## src/verilog/fsq_pkg.sv

```systemverilog
// package of constants for the falling event source qualifier
package fsq_pkg;
   // ----------------------------------------
   // register byte offsets
   // ----------------------------------------
   localparam logic [3:0] ADDR_ENABLE_LOW = 4'h0;
   localparam logic [3:0] ADDR_ENABLE_HIGH = 4'h4;
   localparam logic [3:0] ADDR_MODE_LOW = 4'h8;
   localparam logic [3:0] ADDR_MODE_HIGH = 4'hC;
   // ----------------------------------------
   // field layout and reset values
   // ----------------------------------------
   localparam int NUM_SOURCES = 16;
   localparam int REG_WIDTH = 8;
   localparam int TOP_SOURCE = 15;
   localparam logic [7:0] REG_RESET = 8'h00;
   localparam logic [1:0] RESP_OKAY = 2'h0;
   localparam logic [1:0] RESP_SLVERR = 2'h2;
   // ----------------------------------------
   // falling event phase delay in generator clocks
   // ----------------------------------------
   localparam logic [7:0] PHASE_DELAY_RESET = 8'h00;
   localparam logic [3:0] ADDR_PHASE_DELAY = 4'h0;
   localparam logic [7:0] ADDR_PHASE_BYTE = 8'h10;
endpackage

```

## src/verilog/fsq_delay.sv

```systemverilog
// falling event phase delay counter
`timescale 1ns/1ps
module fsq_delay #(
   parameter int CNT_WIDTH = 8
) (
   input wire logic i_sys_clk,
   input wire logic i_rst_n,
   input wire logic i_start,
   input wire logic [CNT_WIDTH-1:0] i_delay,
   output logic o_done
);
   logic [CNT_WIDTH-1:0] cnt_q;
   logic busy_q;

   // delay of zero gives the event two cycles after the edge
   always_ff @(posedge i_sys_clk or negedge i_rst_n) begin
      if (!i_rst_n) begin
         cnt_q <= '0;
         busy_q <= 1'b0;
         o_done <= 1'b0;
      end else begin
         o_done <= 1'b0;
         if (i_start) begin
            cnt_q <= i_delay;
            busy_q <= 1'b1;
         end else if (busy_q) begin
            if (cnt_q == '0) begin
               busy_q <= 1'b0;
               o_done <= 1'b1;
            end else begin
               cnt_q <= cnt_q - 1'b1;
            end
         end
      end
   end
endmodule

```

## src/verilog/fsq_sync.sv

```systemverilog
// two flip-flop synchroniser bank for the falling sources
`timescale 1ns/1ps
module fsq_sync #(
   parameter int WIDTH = 16
) (
   input wire logic i_sys_clk,
   input wire logic i_rst_n,
   input wire logic [WIDTH-1:0] i_async,
   output logic [WIDTH-1:0] o_sync
);
   logic [WIDTH-1:0] meta_q;

   always_ff @(posedge i_sys_clk or negedge i_rst_n) begin
      if (!i_rst_n) begin
         meta_q <= '1;
         o_sync <= '1;
      end else begin
         meta_q <= i_async;
         o_sync <= meta_q;
      end
   end
endmodule

```

## src/verilog/fsq_top.sv

```systemverilog
// falling event source qualifier with AXI4-Lite register slave
// What this block does
// enable bit one lets source act
// upper enable bits map sources eight-fifteen
// edge mode: falling edge after delay
// level mode: low level immediate event
// disabled source ignores its mode bit
// lower mode bits map sources zero-seven
// upper mode bits map sources eight-fifteen
// source fifteen bits only on large variant
// all bits read-write, reset to zero
// source zero is selected input pin
// lower enable bits map sources zero-seven
// qualified requests combined by OR
// edge found from previous sample
//
// Design decisions made here: the AXI4-Lite slave port and the address map.
`timescale 1ns/1ps
module fsq_top #(
   parameter bit HAS_TOP_SOURCE = 1'b1,
   parameter int DELAY_WIDTH = 8
) (
   input wire logic i_sys_clk,
   input wire logic i_rst_n,
   // source 0 pin, 1-4 comparators, 5-6 capture, 7-10 pulse outputs,
   // 11-13 logic cells, 14-15 modulators
   input wire logic i_generator_input_pin_select,
   input wire logic [3:0] i_comparator_out,
   input wire logic i_capture_unit_one,
   input wire logic i_capture_unit_two,
   input wire logic i_pulse_output_three,
   input wire logic i_pulse_output_four,
   input wire logic i_pulse_output_five,
   input wire logic i_pulse_output_six,
   input wire logic i_logic_cell_one,
   input wire logic i_logic_cell_two,
   input wire logic i_logic_cell_three,
   input wire logic i_modulator_one_output,
   input wire logic i_modulator_two_output,
   input wire logic [4:0] i_s_axi_awaddr,
   input wire logic i_s_axi_awvalid,
   output logic o_s_axi_awready,
   input wire logic [31:0] i_s_axi_wdata,
   input wire logic [3:0] i_s_axi_wstrb,
   input wire logic i_s_axi_wvalid,
   output logic o_s_axi_wready,
   output logic [1:0] o_s_axi_bresp,
   output logic o_s_axi_bvalid,
   input wire logic i_s_axi_bready,
   input wire logic [4:0] i_s_axi_araddr,
   input wire logic i_s_axi_arvalid,
   output logic o_s_axi_arready,
   output logic [31:0] o_s_axi_rdata,
   output logic [1:0] o_s_axi_rresp,
   output logic o_s_axi_rvalid,
   input wire logic i_s_axi_rready,
   output logic o_falling_event,
   output logic o_falling_immediate,
   output logic o_falling_delayed
);
   localparam int NS = fsq_pkg::NUM_SOURCES;
   localparam int RW = fsq_pkg::REG_WIDTH;

   // ----------------------------------------
   // registers
   // ----------------------------------------
   logic [RW-1:0] enable_low_q;
   logic [RW-1:0] falling_source_enable_high_q;
   logic [RW-1:0] falling_source_mode_low_q;
   logic [RW-1:0] falling_source_mode_high_q;
   logic [DELAY_WIDTH-1:0] phase_delay_q;
   logic [NS-1:0] enable_w;
   logic [NS-1:0] mode_w;
   logic [RW-1:0] impl_mask_w;

   // source fifteen bits are absent on small variants
   assign impl_mask_w = HAS_TOP_SOURCE ? 8'hFF : 8'h7F;

   assign enable_w = {falling_source_enable_high_q, enable_low_q};
   assign mode_w = {falling_source_mode_high_q, falling_source_mode_low_q};

   // ----------------------------------------
   // source gathering and synchronising
   // ----------------------------------------
   logic [NS-1:0] src_raw_w;
   logic [NS-1:0] src_sync_w;
   logic [NS-1:0] src_prev_q;

   assign src_raw_w = {i_modulator_two_output, i_modulator_one_output,
                       i_logic_cell_three, i_logic_cell_two,
                       i_logic_cell_one, i_pulse_output_six,
                       i_pulse_output_five, i_pulse_output_four,
                       i_pulse_output_three, i_capture_unit_two,
                       i_capture_unit_one, i_comparator_out,
                       i_generator_input_pin_select};

   fsq_sync #(
      .WIDTH(NS)
   ) u_sync (
      .i_sys_clk(i_sys_clk),
      .i_rst_n(i_rst_n),
      .i_async(src_raw_w),
      .o_sync(src_sync_w)
   );

   always_ff @(posedge i_sys_clk or negedge i_rst_n) begin
      if (!i_rst_n) begin
         src_prev_q <= '1;
      end else begin
         src_prev_q <= src_sync_w;
      end
   end

   // ----------------------------------------
   // qualification
   // ----------------------------------------
   logic [NS-1:0] edge_req_w;
   logic [NS-1:0] level_req_w;
   logic edge_any_w;
   logic level_any_w;
   logic delay_done_w;

   // falling edge with enable and edge mode
   assign edge_req_w = enable_w & mode_w & src_prev_q & ~src_sync_w;
   // low level with enable and level mode
   assign level_req_w = enable_w & ~mode_w & ~src_sync_w;
   // disabled sources drop out of both terms above
   assign edge_any_w = |edge_req_w;
   assign level_any_w = |level_req_w;

   fsq_delay #(
      .CNT_WIDTH(DELAY_WIDTH)
   ) u_delay (
      .i_sys_clk(i_sys_clk),
      .i_rst_n(i_rst_n),
      .i_start(edge_any_w),
      .i_delay(phase_delay_q),
      .o_done(delay_done_w)
   );

   always_ff @(posedge i_sys_clk or negedge i_rst_n) begin
      if (!i_rst_n) begin
         o_falling_immediate <= 1'b0;
         o_falling_delayed <= 1'b0;
         o_falling_event <= 1'b0;
      end else begin
         o_falling_immediate <= level_any_w;
         o_falling_delayed <= delay_done_w;
         o_falling_event <= level_any_w | delay_done_w;
      end
   end

   // ----------------------------------------
   // AXI4-Lite write channel
   // ----------------------------------------
   logic aw_have_q;
   logic w_have_q;
   logic [4:0] aw_addr_q;
   logic [31:0] w_data_q;
   logic [3:0] w_strb_q;
   logic do_write_w;

   assign do_write_w = aw_have_q && w_have_q && !o_s_axi_bvalid;

   always_ff @(posedge i_sys_clk or negedge i_rst_n) begin
      if (!i_rst_n) begin
         aw_have_q <= 1'b0;
         aw_addr_q <= '0;
         o_s_axi_awready <= 1'b0;
      end else begin
         // no new address while a write answer waits
         o_s_axi_awready <= !aw_have_q && !o_s_axi_awready
                            && !o_s_axi_bvalid;
         if (i_s_axi_awvalid && o_s_axi_awready) begin
            aw_have_q <= 1'b1;
            aw_addr_q <= i_s_axi_awaddr;
            o_s_axi_awready <= 1'b0;
         end else if (do_write_w) begin
            aw_have_q <= 1'b0;
         end
      end
   end

   always_ff @(posedge i_sys_clk or negedge i_rst_n) begin
      if (!i_rst_n) begin
         w_have_q <= 1'b0;
         w_data_q <= '0;
         w_strb_q <= '0;
         o_s_axi_wready <= 1'b0;
      end else begin
         o_s_axi_wready <= !w_have_q && !o_s_axi_wready
                           && !o_s_axi_bvalid;
         if (i_s_axi_wvalid && o_s_axi_wready) begin
            w_have_q <= 1'b1;
            w_data_q <= i_s_axi_wdata;
            w_strb_q <= i_s_axi_wstrb;
            o_s_axi_wready <= 1'b0;
         end else if (do_write_w) begin
            w_have_q <= 1'b0;
         end
      end
   end

   function automatic logic is_mapped(input logic [4:0] addr);
      is_mapped = (addr[1:0] == 2'h0) && (addr <= 5'h10);
   endfunction

   // ----------------------------------------
   // register address decoding
   // ----------------------------------------
   typedef enum logic [2:0] {
      SEL_NONE = 3'h0,
      SEL_ENABLE_LOW = 3'h1,
      SEL_ENABLE_HIGH = 3'h2,
      SEL_MODE_LOW = 3'h3,
      SEL_MODE_HIGH = 3'h4,
      SEL_PHASE = 3'h5
   } fsq_reg_sel_e;

   // one decoder shared by the write and the read path
   function automatic fsq_reg_sel_e decode_reg(input logic [4:0] addr);
      if (addr == {1'b0, fsq_pkg::ADDR_ENABLE_LOW}) begin
         decode_reg = SEL_ENABLE_LOW;
      end else if (addr == {1'b0, fsq_pkg::ADDR_ENABLE_HIGH}) begin
         decode_reg = SEL_ENABLE_HIGH;
      end else if (addr == {1'b0, fsq_pkg::ADDR_MODE_LOW}) begin
         decode_reg = SEL_MODE_LOW;
      end else if (addr == {1'b0, fsq_pkg::ADDR_MODE_HIGH}) begin
         decode_reg = SEL_MODE_HIGH;
      end else if (addr == fsq_pkg::ADDR_PHASE_BYTE[4:0]) begin
         decode_reg = SEL_PHASE;
      end else begin
         decode_reg = SEL_NONE;
      end
   endfunction

   logic wr_hit_w;
   logic wr_en_w;
   fsq_reg_sel_e wr_sel_w;
   assign wr_hit_w = is_mapped(aw_addr_q);
   assign wr_en_w = do_write_w && wr_hit_w && w_strb_q[0];
   assign wr_sel_w = decode_reg(aw_addr_q);

   // ----------------------------------------
   // register bank, one process per register
   // ----------------------------------------
   always_ff @(posedge i_sys_clk or negedge i_rst_n) begin
      if (!i_rst_n) begin
         enable_low_q <= fsq_pkg::REG_RESET;
      end else if (wr_en_w && wr_sel_w == SEL_ENABLE_LOW) begin
         enable_low_q <= w_data_q[7:0];
      end
   end

   always_ff @(posedge i_sys_clk or negedge i_rst_n) begin
      if (!i_rst_n) begin
         falling_source_enable_high_q <= fsq_pkg::REG_RESET;
      end else if (wr_en_w && wr_sel_w == SEL_ENABLE_HIGH) begin
         falling_source_enable_high_q <= w_data_q[7:0] & impl_mask_w;
      end
   end

   always_ff @(posedge i_sys_clk or negedge i_rst_n) begin
      if (!i_rst_n) begin
         falling_source_mode_low_q <= fsq_pkg::REG_RESET;
      end else if (wr_en_w && wr_sel_w == SEL_MODE_LOW) begin
         falling_source_mode_low_q <= w_data_q[7:0];
      end
   end

   always_ff @(posedge i_sys_clk or negedge i_rst_n) begin
      if (!i_rst_n) begin
         falling_source_mode_high_q <= fsq_pkg::REG_RESET;
      end else if (wr_en_w && wr_sel_w == SEL_MODE_HIGH) begin
         falling_source_mode_high_q <= w_data_q[7:0] & impl_mask_w;
      end
   end

   // phase delay only paces the edge mode sources
   always_ff @(posedge i_sys_clk or negedge i_rst_n) begin
      if (!i_rst_n) begin
         phase_delay_q <= fsq_pkg::PHASE_DELAY_RESET;
      end else if (wr_en_w && wr_sel_w == SEL_PHASE) begin
         phase_delay_q <= w_data_q[DELAY_WIDTH-1:0];
      end
   end

   always_ff @(posedge i_sys_clk or negedge i_rst_n) begin
      if (!i_rst_n) begin
         o_s_axi_bvalid <= 1'b0;
         o_s_axi_bresp <= fsq_pkg::RESP_OKAY;
      end else if (do_write_w) begin
         o_s_axi_bvalid <= 1'b1;
         o_s_axi_bresp <= wr_hit_w ? fsq_pkg::RESP_OKAY
                                   : fsq_pkg::RESP_SLVERR;
      end else if (i_s_axi_bready) begin
         o_s_axi_bvalid <= 1'b0;
      end
   end

   // ----------------------------------------
   // AXI4-Lite read channel
   // ----------------------------------------
   logic [7:0] rd_byte_w;
   fsq_reg_sel_e rd_sel_w;

   assign rd_sel_w = decode_reg(i_s_axi_araddr);

   always_comb begin
      rd_byte_w = 8'h00;
      if (rd_sel_w == SEL_ENABLE_LOW) begin
         rd_byte_w = enable_low_q;
      end else if (rd_sel_w == SEL_ENABLE_HIGH) begin
         rd_byte_w = falling_source_enable_high_q;
      end else if (rd_sel_w == SEL_MODE_LOW) begin
         rd_byte_w = falling_source_mode_low_q;
      end else if (rd_sel_w == SEL_MODE_HIGH) begin
         rd_byte_w = falling_source_mode_high_q;
      end else if (rd_sel_w == SEL_PHASE) begin
         rd_byte_w = 8'(phase_delay_q);
      end
   end

   always_ff @(posedge i_sys_clk or negedge i_rst_n) begin
      if (!i_rst_n) begin
         o_s_axi_arready <= 1'b0;
         o_s_axi_rvalid <= 1'b0;
         o_s_axi_rdata <= '0;
         o_s_axi_rresp <= fsq_pkg::RESP_OKAY;
      end else begin
         o_s_axi_arready <= !o_s_axi_rvalid && !o_s_axi_arready;
         if (i_s_axi_arvalid && o_s_axi_arready) begin
            o_s_axi_arready <= 1'b0;
            o_s_axi_rvalid <= 1'b1;
            o_s_axi_rdata <= {24'h000000, rd_byte_w};
            o_s_axi_rresp <= is_mapped(i_s_axi_araddr) ? fsq_pkg::RESP_OKAY
                                                       : fsq_pkg::RESP_SLVERR;
         end else if (o_s_axi_rvalid && i_s_axi_rready) begin
            o_s_axi_rvalid <= 1'b0;
         end
      end
   end
endmodule
```

## config.mk

```make
export PLATFORM = sky130hd
export DESIGN_NAME = fsq_top
export DESIGN_NICKNAME = d
export VERILOG_FILES = /design/src/verilog/fsq_pkg.sv /design/src/verilog/fsq_delay.sv /design/src/verilog/fsq_sync.sv /design/src/verilog/fsq_top.sv
export SDC_FILE = /design/constraint.sdc
export NUM_CORES = 1
export LEC_CHECK = 0
export ABC_AREA = 1
export BUFFER_PORTS_ARGS = -buffer_cell sky130_fd_sc_hd__buf_2
export CAP_MARGIN = 10
export CORE_MARGIN = 2
export CORE_UTILIZATION = 55
export DETAILED_ROUTE_END_ITERATION = 10
export PLACE_DENSITY = 0.8
export SLEW_MARGIN = 10
export SYNTH_ARGS = -nofsm -noshare
export SYNTH_HDL_FRONTEND = slang
export SYNTH_SLANG_ARGS = --single-unit
```

## constraint.sdc

```tcl
create_clock -name i_sys_clk -period 2.3 [get_ports i_sys_clk]
set_clock_uncertainty 0.15 [all_clocks]
set_input_delay 0.23 -clock i_sys_clk [delete_from_list [all_inputs] [get_ports i_sys_clk]]
set_output_delay 0.23 -clock i_sys_clk [all_outputs]
set_load 0.005 [all_outputs]
```

==> flow_summary.json <==
{
  "outcome": "completed",
  "grt_pass1_vias": 4424,
  "fp-row-count": 37,
  "max_stage_delay_ns": 0.62,
  "cts_tree": "built",
  "ys_types": 35,
  "seqCellArea_um2": 3363,
  "rr_startpoint": "o_s_axi_wready",
  "drc": 0,
  "post-route-period-util": 0.9775,
  "yosysSeqAreaShare": 0.5892,
  "cts.path.max_buffers": 2,
  "final.setup.tns_ns": 0,
  "port_buffers": 59,
  "start_kind": "input pin",
  "wire_per_inst_um": 15.19,
  "fillers": 726,
  "finish.utilization": 0.7097,
  "reg2reg_depth": 5,
  "ys_ff_latch": 132,
  "power_leakage_nw": 3.475,
  "cts.sinks": 132,
  "cp_max_fo": 3,
  "gp_congestion": 0.8894,
  "antenna_found_initial": 0,
  "startpoint": "i_s_axi_araddr[1]",
  "ys_warn_count": 0,
  "die_area_um2": 11210,
  "ant_nets": 0,
  "hold_path_class": "input pin to flop",
  "drt_wl_total_um": 13190,
  "max_slew_margin": 0.5362,
  "cp_slowest_cell": "dlygate4sd3_1",
  "max_freq_mhz": 444.8,
  "start_util": 0.5604,
  "power.density_nw_per_um2": 946.4,
  "synth_cells": 596,
  "cp_top_family": "buffers and inverters",
  "crit_top_cell": "dlygate4sd3_1",
  "cts_htree_levels": 4,
  "cp_num_cells": 8,
  "grt-ovfl-total": 0,
  "hold_violations": 0,
  "cp.arrival_ns": 2.52,
  "grt_use_total": 0.2510,
  "avgViaCountPerCell": 5.143,
  "slew_viol_final": 0,
  "layout_setup_ws_ns": 0.05170,
  "layout_common_cells": "143 x nand2_1, 84 x dfrtp_1, 60 x nor2_1",
  "crit_chain": "dlygate4sd3_1 -> buf_2 -> nor2_2 -> dlygate4sd3_1 -> nand3_2 -> dlygate4sd3_1 -> nand3_1 -> nand2_1",
  "nets": 789,
  "firstDrtPassIters": 5,
  "final_common_cell": "nand2_1",
  "grt_pass1_wl_um": 21220,
  "vdd_drop_max_uv": 665.7,
  "syn_to_final_growth_pct": 26.63,
  "dieHeight_um": 105.9,
  "final.min_clock_period_ns": 2.248,
  "rsz0062_at_grt": "false",
  "synthesis.area_um2": 5708,
  "first_iter_violations": 243,
  "multi_input_area_um2": 1969,
  "max_cap_violations": 0,
  "diodes": 0,
  "vias": 4464,
  "drive_gt1_frac": 0.2732,
  "worstMarginPinSlew_ns": 0.6933,
  "timing.critical_path.buf_inv": 4,
  "endpoint_kind": "flop",
  "clkLatencyLatePin_ns": 0.54,
  "pre_cts_slack_ns": 0.3708,
  "die_x_um": 105.9,
  "hpwlAfterDp_um": 8357,
  "cts_buffers": 17,
  "setup_viol": 0,
  "clkTransAtPathRegs_ns": 0.06,
  "clock-root-buffer": "clkbuf_8",
  "cts_setup_buffers": 0,
  "ioPinCount": 113,
  "worst_r2r_endpoint": "w_data_q[2]",
  "grt_max_degree": 67,
  "synth.avg_cell_area_um2": 9.577,
  "cp.required_ns": 2.58,
  "coreArea_um2": 10180,
  "rrSetupSlack_ns": 0.12,
  "crit_path_end": "o_s_axi_rresp[1]",
  "critPathKind": "input pin to flop"
}
[cell type report]
| cell class | instances | share of cell area |
|---|---|---|
| clock buffers | 18 | 0.05782 |
| clock inverters | 14 | 0.03116 |
| inverters | 59 | 0.03064 |
| multi-input cells | 395 | 0.2725 |
| flip-flops and latches | 132 | 0.4653 |
| well taps | 136 | 0.02354 |
| repair buffers | 114 | 0.1191 |
[cell usage after synthesis]
cell type / number / share of area
nand2_1: 144 / 0.095
dfrtp_1: 84 / 0.37
nor2_1: 61 / 0.040
inv_1: 50 / 0.033
dfstp_2: 48 / 0.22
o21ai_1: 32 / 0.028
nand3_1: 31 / 0.027
buf_4: 26 / 0.034
o21ai_2: 20 / 0.031
a21oi_1: 14 / 0.012
nand4_1: 13 / 0.014
inv_2: 9 / 0.0059
o21ai_0: 7 / 0.0061
buf_6: 5 / 0.0099
nand2_2: 5 / 0.0055
nor3_1: 5 / 0.0044
nand3_2: 4 / 0.0070
o22ai_1: 4 / 0.0044
mux2_2: 3 / 0.0059
nand2_4: 3 / 0.0059
nand3b_1: 3 / 0.0039
nor2_2: 3 / 0.0033
nor2_4: 3 / 0.0059
xor2_1: 3 / 0.0046
buf_2: 2 / 0.0018
clkbuf_1: 2 / 0.0013
nand3_4: 2 / 0.0061
nor4_1: 2 / 0.0022
xnor2_1: 2 / 0.0031
a21oi_2: 1 / 0.0015
and2_4: 1 / 0.0015
conb_1: 1 / 0.00066
ha_1: 1 / 0.0022
nor3_2: 1 / 0.0018
o2111ai_1: 1 / 0.0015
[what timing repair did]
item	in CTS	in global routing
endpoints found under the hold margin	143	0
resized for setup	0	5
hold buffers	50	0
endpoints found under the setup margin	0	9
[state kept, by name, indices dropped and copies added (netlist names), 5 cells and up]
register and count:
falling_source_enable_high_q 8, w_data_q 8, src_prev_q 16, enable_low_q 8
o_s_axi_rdata 8, u_delay.cnt_q 8, u_sync.o_sync 16, falling_source_mode_high_q 8
falling_source_mode_low_q 8, phase_delay_q 8, aw_addr_q 5, u_sync.meta_q 16
[how the worst min path moves through the flow]
stage                        end  depth (start not counted)  slack, ns         startpoint
6_report        o_s_axi_rdata[3]                          5       0.08  i_s_axi_araddr[3]
5_1_grt         o_s_axi_rdata[6]                          5       0.11  i_s_axi_araddr[3]
4_1_cts         o_s_axi_rdata[3]                          5       0.06  i_s_axi_araddr[3]
3_5_place_dp      o_s_axi_rvalid                          1      -0.03            i_rst_n
3_3_place_gp   o_falling_delayed                          1      -0.03            i_rst_n
2_1_floorplan       aw_addr_q[0]                          0      -0.22            i_rst_n
[layer usage]
layer | share of wire | wire length, um | GRT usage
met4 | 0.030 | 394 | 0.1175
met2 | 0.50 | 6590 | 0.4092
met1 | 0.42 | 5500 | 0.3122
met3 | 0.053 | 703 | 0.06803
met5 | 0 | 0 | 0
[worst reg2reg max path, cell delays in order, from the launching register on]
cell and delay [ns]:
dfrtp_1 0.40, nand2_1 0.23, nor2_1 0.06, dlygate4sd3_1 0.56
a21oi_1 0.13, dlygate4sd3_1 0.58
[power by group]
| group | total (mW) | internal [mW] | leakage, nW | switching (mW) |
|---|---|---|---|---|
| combinational | 1.06 | 0.410 | 1.55 | 0.645 |
| sequential | 2.86 | 2.65 | 1.62 | 0.211 |
| clock | 2.92 | 1.89 | 0.308 | 1.04 |
[per-stage QoR]
stage                     cells  hold WS [ns]  instance area [um^2]  power, mW
after global placement      786      -0.03314                  6063      3.706
after CTS                   868       0.06357                  7207      6.835
after global routing        868        0.1148                  7228      7.125
final                       868       0.07620                  7228      6.841
after detailed placement    786      -0.03030                  6063      3.763
after floorplan             621       -0.2156                  5802      3.416
[cell families (layout without fill, tap and decap cells)]
| logic type | count (synthesis) | count (layout) | share of synthesized area |
|---|---|---|---|
| and+or+nand+nor | 281 | 281 | 0.2238 |
| DFF | 132 | 132 | 0.5892 |
| buffers and inverters | 94 | 205 | 0.08593 |
| AOI/OAI and AO/OA | 79 | 79 | 0.08461 |
| xor gates and xnor gates | 5 | 5 | 0.007673 |
| muxes | 3 | 3 | 0.005918 |
| adders and majority gates | 1 | 1 | 0.002192 |
| other | 1 | 26 | 0.0006570 |
Power figures use the tool's default switching activity.
